$ cat src/csfs_pkg.sv
// What this block does
// - Three separate 8-bit switching-frequency registers exist, for channels A, B and C, at consecutive addresses.
// - Bits 7:6 choose the sync multiple: 00 is one times, 01 is two times the sync input, 10 and 11 are reserved.
// - Bits 5:0 are a code that picks the channel frequency from a fixed table, code 0 being 48.8 kHz.
// - Codes 1 to 7 give 55.8, 60.1, 65.1, 71.0, 78.1, 86.8 and 97.7 kHz.
// - Codes 8 to 15 give 104.2, 111.6, 120.2, 130.2, 135.9, 142.0, 148.8 and 156.3 kHz.
// - Codes 16 to 24 give 164.5, 173.6, 183.8, 195.3, 201.6, 208.3, 215.5, 223.2 and 231.5 kHz.
// - Codes above 24 continue the table upward to 312.5 kHz at code 31 and 625.0 kHz at code 63.
// - With sync enabled a channel times its switching clock from the sync reference or its multiple.
package csfs_pkg;
   localparam int CLK_KHZ = 250000;
   localparam int ADDR_W = 18;
   localparam int CNT_W = 16;
   // printed offsets are not word aligned: they are indices, byte address is four times
   localparam int CHAN_A_IDX = 'hfe0a;
   localparam int CHAN_B_IDX = 'hfe0b;
   localparam int CHAN_C_IDX = 'hfe0c;
   localparam int SYNC_EN_IDX = 'hfe0e;
   localparam int SYNC_PER_IDX = 'hfe40;
   localparam logic [ADDR_W-1:0] CHAN_A_ADDR = ADDR_W'(4 * CHAN_A_IDX);
   localparam logic [ADDR_W-1:0] SYNC_EN_ADDR = ADDR_W'(4 * SYNC_EN_IDX);
   localparam logic [ADDR_W-1:0] SYNC_PER_ADDR = ADDR_W'(4 * SYNC_PER_IDX);
   localparam logic [7:0] CHAN_RESET = 8'h00;
   localparam logic [2:0] SYNC_EN_RESET = 3'h0;
   localparam logic [CNT_W-1:0] SYNC_PER_RESET = 16'hffff;
   localparam logic [1:0] MULT_X1 = 2'h0;
   localparam logic [1:0] MULT_X2 = 2'h1;
   localparam logic [1:0] RESP_OKAY = 2'h0;
   localparam logic [1:0] RESP_SLVERR = 2'h2;
   // frequency of each code in units of 0.1 kHz
   localparam int FREQ_DK [64] = '{
      488, 558, 601, 651, 710, 781, 868, 977,
      1042, 1116, 1202, 1302, 1359, 1420, 1488, 1563,
      1645, 1736, 1838, 1953, 2016, 2083, 2155, 2232,
      2315, 2404, 2500, 2604, 2717, 2841, 2976, 3125,
      3205, 3289, 3378, 3472, 3571, 3676, 3788, 3906,
      3968, 4032, 4098, 4167, 4237, 4310, 4386, 4464,
      4545, 4630, 4717, 4808, 4902, 5000, 5102, 5208,
      5319, 5435, 5556, 5682, 5814, 5952, 6098, 6250};

   typedef struct packed {
      logic [1:0] mult;
      logic [5:0] code;
   } csfs_cfg_type;

   typedef struct packed {
      logic [2:0] sw_clk;
      logic [2:0] period_start;
   } csfs_chan_out_type;

   typedef enum logic [2:0] {
      SEL_CHAN_A,
      SEL_CHAN_B,
      SEL_CHAN_C,
      SEL_SYNC_EN,
      SEL_SYNC_PER,
      SEL_NONE
   } csfs_sel_type;
endpackage

$ cat src/csfs_top.sv
`timescale 1ns/10ps
module csfs_top #(
   parameter int CNT_W = 16
) (
   input wire logic aclk, // 250 MHz
   input wire logic aresetn, // synchronous, active low
   input wire logic [csfs_pkg::ADDR_W-1:0] awaddr, // write address
   input wire logic awvalid, // write address valid
   output logic awready, // write address ready
   input wire logic [31:0] wdata, // write data
   input wire logic [3:0] wstrb, // write byte strobes
   input wire logic wvalid, // write data valid
   output logic wready, // write data ready
   output logic [1:0] bresp, // write response
   output logic bvalid, // write response valid
   input wire logic bready, // write response ready
   input wire logic [csfs_pkg::ADDR_W-1:0] araddr, // read address
   input wire logic arvalid, // read address valid
   output logic arready, // read address ready
   output logic [31:0] rdata, // read data
   output logic [1:0] rresp, // read response
   output logic rvalid, // read data valid
   input wire logic rready, // read data ready
   input wire logic sync_input_pin, // external sync, asynchronous
   output csfs_pkg::csfs_chan_out_type chan_out // per-channel switching clock and boundary
);
   import csfs_pkg::*;

   function automatic csfs_sel_type decode(input logic [ADDR_W-1:0] a);
      if (a == CHAN_A_ADDR) begin
         return SEL_CHAN_A;
      end else if (a == CHAN_A_ADDR + ADDR_W'(4)) begin
         return SEL_CHAN_B;
      end else if (a == CHAN_A_ADDR + ADDR_W'(8)) begin
         return SEL_CHAN_C;
      end else if (a == SYNC_EN_ADDR) begin
         return SEL_SYNC_EN;
      end else if (a == SYNC_PER_ADDR) begin
         return SEL_SYNC_PER;
      end else begin
         return SEL_NONE;
      end
   endfunction

   csfs_cfg_type cfg_ff [3];
   logic [2:0] sync_en_ff;
   logic aw_hold_ff, w_hold_ff, bvalid_ff, rvalid_ff;
   logic [ADDR_W-1:0] awaddr_ff;
   logic [31:0] wdata_ff, rdata_ff;
   logic [3:0] wstrb_ff;
   logic [1:0] bresp_ff, rresp_ff;
   logic do_write;
   csfs_sel_type wsel, rsel;
   logic sync_s1_ff, sync_s2_ff, sync_s3_ff;
   logic sync_edge;
   logic [CNT_W-1:0] sync_cnt_ff, sync_per_ff;

   assign awready = !aw_hold_ff && !bvalid_ff;
   assign wready = !w_hold_ff && !bvalid_ff;
   assign arready = !rvalid_ff;
   assign bvalid = bvalid_ff;
   assign bresp = bresp_ff;
   assign rvalid = rvalid_ff;
   assign rdata = rdata_ff;
   assign rresp = rresp_ff;
   assign do_write = aw_hold_ff && w_hold_ff && !bvalid_ff;
   assign wsel = decode(awaddr_ff);
   assign rsel = decode(araddr);

   // address and data are taken in either order and held until both are present
   always_ff @(posedge aclk) begin
      if (!aresetn) begin
         aw_hold_ff <= 1'b0;
         awaddr_ff <= '0;
      end else if (awvalid && awready) begin
         aw_hold_ff <= 1'b1;
         awaddr_ff <= awaddr;
      end else if (do_write) begin
         aw_hold_ff <= 1'b0;
      end
   end

   always_ff @(posedge aclk) begin
      if (!aresetn) begin
         w_hold_ff <= 1'b0;
         wdata_ff <= '0;
         wstrb_ff <= '0;
      end else if (wvalid && wready) begin
         w_hold_ff <= 1'b1;
         wdata_ff <= wdata;
         wstrb_ff <= wstrb;
      end else if (do_write) begin
         w_hold_ff <= 1'b0;
      end
   end

   always_ff @(posedge aclk) begin
      if (!aresetn) begin
         bvalid_ff <= 1'b0;
         bresp_ff <= RESP_OKAY;
      end else if (do_write) begin
         bvalid_ff <= 1'b1;
         bresp_ff <= (wsel == SEL_NONE || wsel == SEL_SYNC_PER) ? RESP_SLVERR : RESP_OKAY;
      end else if (bready) begin
         bvalid_ff <= 1'b0;
      end
   end

   // only byte lane 0 carries register data; a write with wstrb[0] low changes nothing
   always_ff @(posedge aclk) begin
      if (!aresetn) begin
         cfg_ff[0] <= CHAN_RESET;
         cfg_ff[1] <= CHAN_RESET;
         cfg_ff[2] <= CHAN_RESET;
         sync_en_ff <= SYNC_EN_RESET;
      end else if (do_write && wstrb_ff[0]) begin
         if (wsel == SEL_CHAN_A) begin
            cfg_ff[0] <= wdata_ff[7:0];
         end else if (wsel == SEL_CHAN_B) begin
            cfg_ff[1] <= wdata_ff[7:0];
         end else if (wsel == SEL_CHAN_C) begin
            cfg_ff[2] <= wdata_ff[7:0];
         end else if (wsel == SEL_SYNC_EN) begin
            sync_en_ff <= wdata_ff[2:0];
         end
      end
   end

   always_ff @(posedge aclk) begin
      if (!aresetn) begin
         rvalid_ff <= 1'b0;
         rdata_ff <= '0;
         rresp_ff <= RESP_OKAY;
      end else if (arvalid && arready) begin
         rvalid_ff <= 1'b1;
         rresp_ff <= RESP_OKAY;
         case (rsel)
            SEL_CHAN_A: rdata_ff <= {24'h000000, cfg_ff[0]};
            SEL_CHAN_B: rdata_ff <= {24'h000000, cfg_ff[1]};
            SEL_CHAN_C: rdata_ff <= {24'h000000, cfg_ff[2]};
            SEL_SYNC_EN: rdata_ff <= {29'h00000000, sync_en_ff};
            SEL_SYNC_PER: rdata_ff <= 32'(sync_per_ff);
            default: begin
               rdata_ff <= '0;
               rresp_ff <= RESP_SLVERR;
            end
         endcase
      end else if (rready) begin
         rvalid_ff <= 1'b0;
      end
   end

   // two flops before anything looks at the pin; edge detect reads the second and third only
   always_ff @(posedge aclk) begin
      if (!aresetn) begin
         sync_s1_ff <= 1'b0;
         sync_s2_ff <= 1'b0;
         sync_s3_ff <= 1'b0;
      end else begin
         sync_s1_ff <= sync_input_pin;
         sync_s2_ff <= sync_s1_ff;
         sync_s3_ff <= sync_s2_ff;
      end
   end
   assign sync_edge = sync_s2_ff && !sync_s3_ff;

   // measured sync period in clocks; starts at full scale so no channel runs away before lock
   always_ff @(posedge aclk) begin
      if (!aresetn) begin
         sync_cnt_ff <= '0;
         sync_per_ff <= SYNC_PER_RESET;
      end else if (sync_edge) begin
         sync_cnt_ff <= '0;
         // a saturated count must not wrap to zero, or every channel with sync enabled would wrap each clock
         sync_per_ff <= (sync_cnt_ff == '1) ? sync_cnt_ff : sync_cnt_ff + CNT_W'(1);
      end else if (sync_cnt_ff != '1) begin
         sync_cnt_ff <= sync_cnt_ff + CNT_W'(1);
      end
   end

   for (genvar i = 0; i < 3; i++) begin : g_chan
      logic [CNT_W-1:0] period_tbl [64];
      logic [CNT_W-1:0] cnt_ff, per_ff, target, nxt_cnt;
      csfs_cfg_type act_cfg_ff;
      logic act_sync_ff, wrap, sw_clk_ff, start_ff;

      for (genvar k = 0; k < 64; k++) begin : g_tbl
         // period in clocks, rounded down, for every code of the table
         assign period_tbl[k] = CNT_W'(CLK_KHZ * 10 / FREQ_DK[k]);
      end

      // reserved multiple codes fall back to one times the sync input
      always_comb begin
         if (act_sync_ff) begin
            target = (act_cfg_ff.mult == MULT_X2) ? (sync_per_ff >> 1) : sync_per_ff;
            wrap = sync_edge || (cnt_ff + CNT_W'(1) >= target);
         end else begin
            target = per_ff;
            wrap = (cnt_ff + CNT_W'(1) >= target);
         end
         nxt_cnt = wrap ? '0 : cnt_ff + CNT_W'(1);
      end

      // settings are sampled only at the boundary, so no period is cut short by a write
      always_ff @(posedge aclk) begin
         if (!aresetn) begin
            cnt_ff <= '0;
            act_cfg_ff <= CHAN_RESET;
            act_sync_ff <= 1'b0;
            per_ff <= period_tbl[0];
         end else begin
            cnt_ff <= nxt_cnt;
            if (wrap) begin
               act_cfg_ff <= cfg_ff[i];
               act_sync_ff <= sync_en_ff[i];
               per_ff <= period_tbl[cfg_ff[i].code];
            end
         end
      end

      always_ff @(posedge aclk) begin
         if (!aresetn) begin
            sw_clk_ff <= 1'b0;
            start_ff <= 1'b0;
         end else begin
            sw_clk_ff <= nxt_cnt < (target >> 1) || wrap;
            start_ff <= wrap;
         end
      end

      assign chan_out.sw_clk[i] = sw_clk_ff;
      assign chan_out.period_start[i] = start_ff;
   end
endmodule

$ cat config.mk
export PLATFORM = sky130hd
export DESIGN_NAME = csfs_top
export DESIGN_NICKNAME = d
export VERILOG_FILES = /design/src/csfs_pkg.sv /design/src/csfs_top.sv
export SDC_FILE = /design/constraint.sdc
export NUM_CORES = 1
export LEC_CHECK = 0
export BUFFER_PORTS_ARGS = -buffer_cell sky130_fd_sc_hd__buf_2
export CORE_MARGIN = 4
export CORE_UTILIZATION = 35
export DETAILED_ROUTE_END_ITERATION = 12
export GPL_TIMING_DRIVEN = 0
export PLACE_DENSITY = 0.59
export SKIP_CTS_REPAIR_TIMING = 1
export SYNTH_ARGS = -nofsm -noshare
export SYNTH_HDL_FRONTEND = slang
export SYNTH_SLANG_ARGS = --single-unit
$ cat constraint.sdc
create_clock -name aclk -period 6.44 [get_ports aclk]
set_clock_uncertainty 0.1 [all_clocks]
set_input_delay 0.644 -clock aclk [delete_from_list [all_inputs] [get_ports aclk]]
set_output_delay 0.644 -clock aclk [all_outputs]
set_load 0.05 [all_outputs]
==> qor.yml <==
cts_tree: "built"
dp_slack_ns: 0.9839
async_reset_ff_frac: 0
finalSetupViolCount: 0
slew_viol_final: 0
remaining_drc_errors: 0
synthCells: 1970
synth-main-ff-cell: "dfxtp_1"
clk_pin_slew_worst_paths_ns: 0.06
synth_edf_count: 24
post-route-period-util: 0.8634
pin_count: 127
grt_pass1_wl_mm: 79.41
worstPathArrival_ns: 5.96
rsz0062_at_grt: "false"
insertion_delay_ns: 0.56
endpoint_kind: "register"
dp_hpwl_mm: 39.39
worst_pin_slew_ns: 1.309
max_freq_mhz: 179.8
syn-mean-instance-area_um2: 7.949
hold_ws_ns: 0.1567
hold_depth: 2
seq_area_frac_synth: 0.2876
clockBufferDepth: 3
slew_headroom: 0.1180
nNetsFinal: 2328
setup_ws_ns: 0.8797
syn_to_final_growth_pct: 12.96
wire_per_inst_um: 18.91
timing.rr.end: "g_chan[2].sw_clk_ff"
min_from: "rready"
worstPathMaxFanout: 10
post-route-min-period_ns: 5.560
num_vias: 14790
ant_nets: 0
ys_ff_latch: 213
crit_type: "register to register"
whs_endpoint: "rvalid"
avgViaCountPerCell: 5.467
status: "finished clean"
grt_pass1_vias: 14080
drt_iter0_markers: 1164
design.core.area_um2: 44220
ys_warn_count: 0
hold_viol: 0
row_count: 77
cts_buffers: 26
cts.sinks: 213
die_h_um: 219.5
clock-root-buffer: "clkbuf_16"
gp_congestion: 0.9671
routed_wl_mm: 51.16
crit_path_start_kind: "register"
grtUsageTotal: 0.2059
reg2reg_from: "g_chan[2].act_cfg_ff[6]"
powerDensity_nw_per_um2: 185.6
htree_levels: 1
synth.distinct_cells: 92
dpl.cell_count: 2658
io_buffers: 79
syn_area_um2: 15660
firstDrtPassIters: 6
cap_violations: 0
grt-ovfl-total: 0
tns_ns: 0
power_leakage_nw: 7.557
required_ns: 6.84
fillers: 4508
reg2reg_slack_ns: 0.88
grt_max_degree: 14
reg2reg_depth: 19
final_cells: 2706
initial_core_util: 0.3541
die_w_um: 219.5
ir_worst_vdd_mv: 0.1693
antenna_found_initial: 3
die-area_um2: 48190
hold_class: "primary input to register"
layout-drive-gt1-share: 0.1018
worst max path at each step:
stage | startpoint | to | slack [ns]
2_1_floorplan | g_chan[2].act_cfg_ff[6] | g_chan[2].sw_clk_ff | 2.09
3_3_place_gp | g_chan[2].act_cfg_ff[6] | g_chan[2].sw_clk_ff | 0.97
3_5_place_dp | g_chan[2].act_cfg_ff[6] | g_chan[2].sw_clk_ff | 0.98
4_1_cts | g_chan[2].cnt_ff[0] | g_chan[2].sw_clk_ff | 0.93
5_1_grt | g_chan[2].act_cfg_ff[6] | g_chan[2].sw_clk_ff | 0.50
6_report | g_chan[2].act_cfg_ff[6] | g_chan[2].sw_clk_ff | 0.88
cell usage after synthesis (all sizes together), types with 10 or more instances:
| cell | instances | share of area |
|---|---|---|
| a211o | 11 | 0.0062 |
| a211oi | 35 | 0.018 |
| a21o | 23 | 0.011 |
| a21oi | 131 | 0.042 |
| a31oi | 15 | 0.0070 |
| and2 | 33 | 0.013 |
| and3 | 28 | 0.011 |
| and4 | 10 | 0.0058 |
| buf | 55 | 0.024 |
| clkbuf | 105 | 0.025 |
| dfxtp | 189 | 0.24 |
| edfxtp | 24 | 0.046 |
| ha | 154 | 0.12 |
| inv | 97 | 0.023 |
| mux2i | 75 | 0.048 |
| nand2 | 240 | 0.058 |
| nand2b | 37 | 0.015 |
| nand3 | 68 | 0.022 |
| nand4 | 34 | 0.017 |
| nor2 | 189 | 0.047 |
| nor2b | 24 | 0.0096 |
| nor3 | 27 | 0.0089 |
| nor4 | 10 | 0.0067 |
| o211ai | 34 | 0.016 |
| o21ai | 125 | 0.040 |
| o311ai | 11 | 0.0062 |
| o31ai | 12 | 0.0058 |
| xnor2 | 33 | 0.019 |
| xor2 | 27 | 0.015 |
cell usage in the layout, fill, tap and decap left out, types with 11 or more instances in the layout:
| master | netlist | final |
|---|---|---|
| nand3_1 | 67 | 67 |
| o211ai_1 | 34 | 34 |
| buf_1 | 12 | 12 |
| buf_4 | 27 | 27 |
| inv_1 | 96 | 96 |
| o21ai_0 | 124 | 124 |
| dfxtp_1 | 189 | 189 |
| ha_1 | 154 | 154 |
| clkbuf_1 | 103 | 111 |
| a211o_1 | 11 | 11 |
| xor2_1 | 27 | 27 |
| nand2b_1 | 36 | 36 |
| and2_1 | 33 | 33 |
| clkbuf_16 | 0 | 27 |
| nand4_1 | 29 | 29 |
| conb_1 | 1 | 18 |
| nand2_1 | 239 | 239 |
| nor3_1 | 26 | 26 |
| a31oi_1 | 14 | 14 |
| mux2i_1 | 75 | 75 |
| nor2b_1 | 24 | 24 |
| nor2_2 | 11 | 11 |
| xnor2_1 | 32 | 32 |
| a21o_1 | 23 | 23 |
| nor2_1 | 178 | 178 |
| o31ai_1 | 12 | 12 |
| a21oi_1 | 130 | 130 |
| buf_2 | 9 | 88 |
| a211oi_1 | 32 | 32 |
| edfxtp_1 | 24 | 24 |
| and3_1 | 28 | 28 |
final cells by class:
type	instances	area, µm²	area share
sequential	213	4504	0.2546
antenna	1	2.502	0.0001415
tap	592	740.7	0.04187
buffer	160	772.0	0.04364
timing repair buffer	79	395.4	0.02235
clock buffer	41	782.0	0.04421
inverter	101	379.1	0.02143
multi-input combinational	1513	10070	0.5692
clock inverter	6	45.04	0.002546
per-stage QoR:
stage | area (µm²) | power (W) | utilization
final | 17690 | 0.003283 | 0.4000
after global routing | 17690 | 0.003416 | 0.4000
after CTS | 17690 | 0.003311 | 0.4000
after detailed placement | 16860 | 0.001873 | 0.3813
after global placement | 16860 | 0.001871 | 0.3813
after floorplan | 15720 | 0.001732 | -
per-layer routing:
metal  vias to the layer above  global-route usage  wire length (µm)
met4                         2             0.06741              1689
li1                       7211                   -                 -
met1                      6973              0.2852             23540
met5                         -                   0                16
met2                       515              0.3285             22490
met3                        93             0.03213              3430
kinds of logic after synthesis:
family          count (synthesis)  share of synthesized area
compound gates                471                     0.1931
xor+xnor                       60                    0.03404
fa+ha+maj                     154                     0.1230
buf+inv                       261                    0.07350
flops                         213                     0.2876
mux                            90                    0.06448
other cells                     1                  0.0002395
simple gates                  720                     0.2240
report_power, final:
| group | switching, W | total, W | leakage, nW | internal [W] |
|---|---|---|---|---|
| Clock | 0.000600 | 0.00143 | 0.409 | 0.000832 |
| Sequential | 0.0000271 | 0.00140 | 1.78 | 0.00137 |
| Combinational | 0.000300 | 0.000450 | 5.37 | 0.000149 |
registers in the layout, summed over array words and instances (netlist names), 3 cells and up:
name / flops
sync_en_ff: 3
g_chan.act_cfg_ff: 6
cfg_ff: 24
rdata: 16
sync_per_ff: 16
g_chan.start_ff: 3
awaddr_ff: 18
sync_cnt_ff: 16
g_chan.sw_clk_ff: 3
g_chan.act_sync_ff: 3
g_chan.cnt_ff: 48
g_chan.per_ff: 39
wdata_ff: 8
worst max-delay path, stage by stage (launching register included):
cell and delay, ns:
dfxtp_1 0.34, nor2b_1 0.13, clkbuf_1 0.36, clkbuf_1 0.61, mux2i_1 0.32, ha_1 0.29, a211oi_1 0.23, a211oi_1 0.11
o31ai_1 0.29, nand3_1 0.43, nand2_2 0.31, clkbuf_1 0.35, and2_1 0.19, ha_1 0.24, nand4_1 0.13, nor3_1 0.09
a2111oi_0 0.41, nand2_1 0.09, a41oi_1 0.27, a21o_1 0.19
Note: power is estimated with default switching activity, not from simulation.
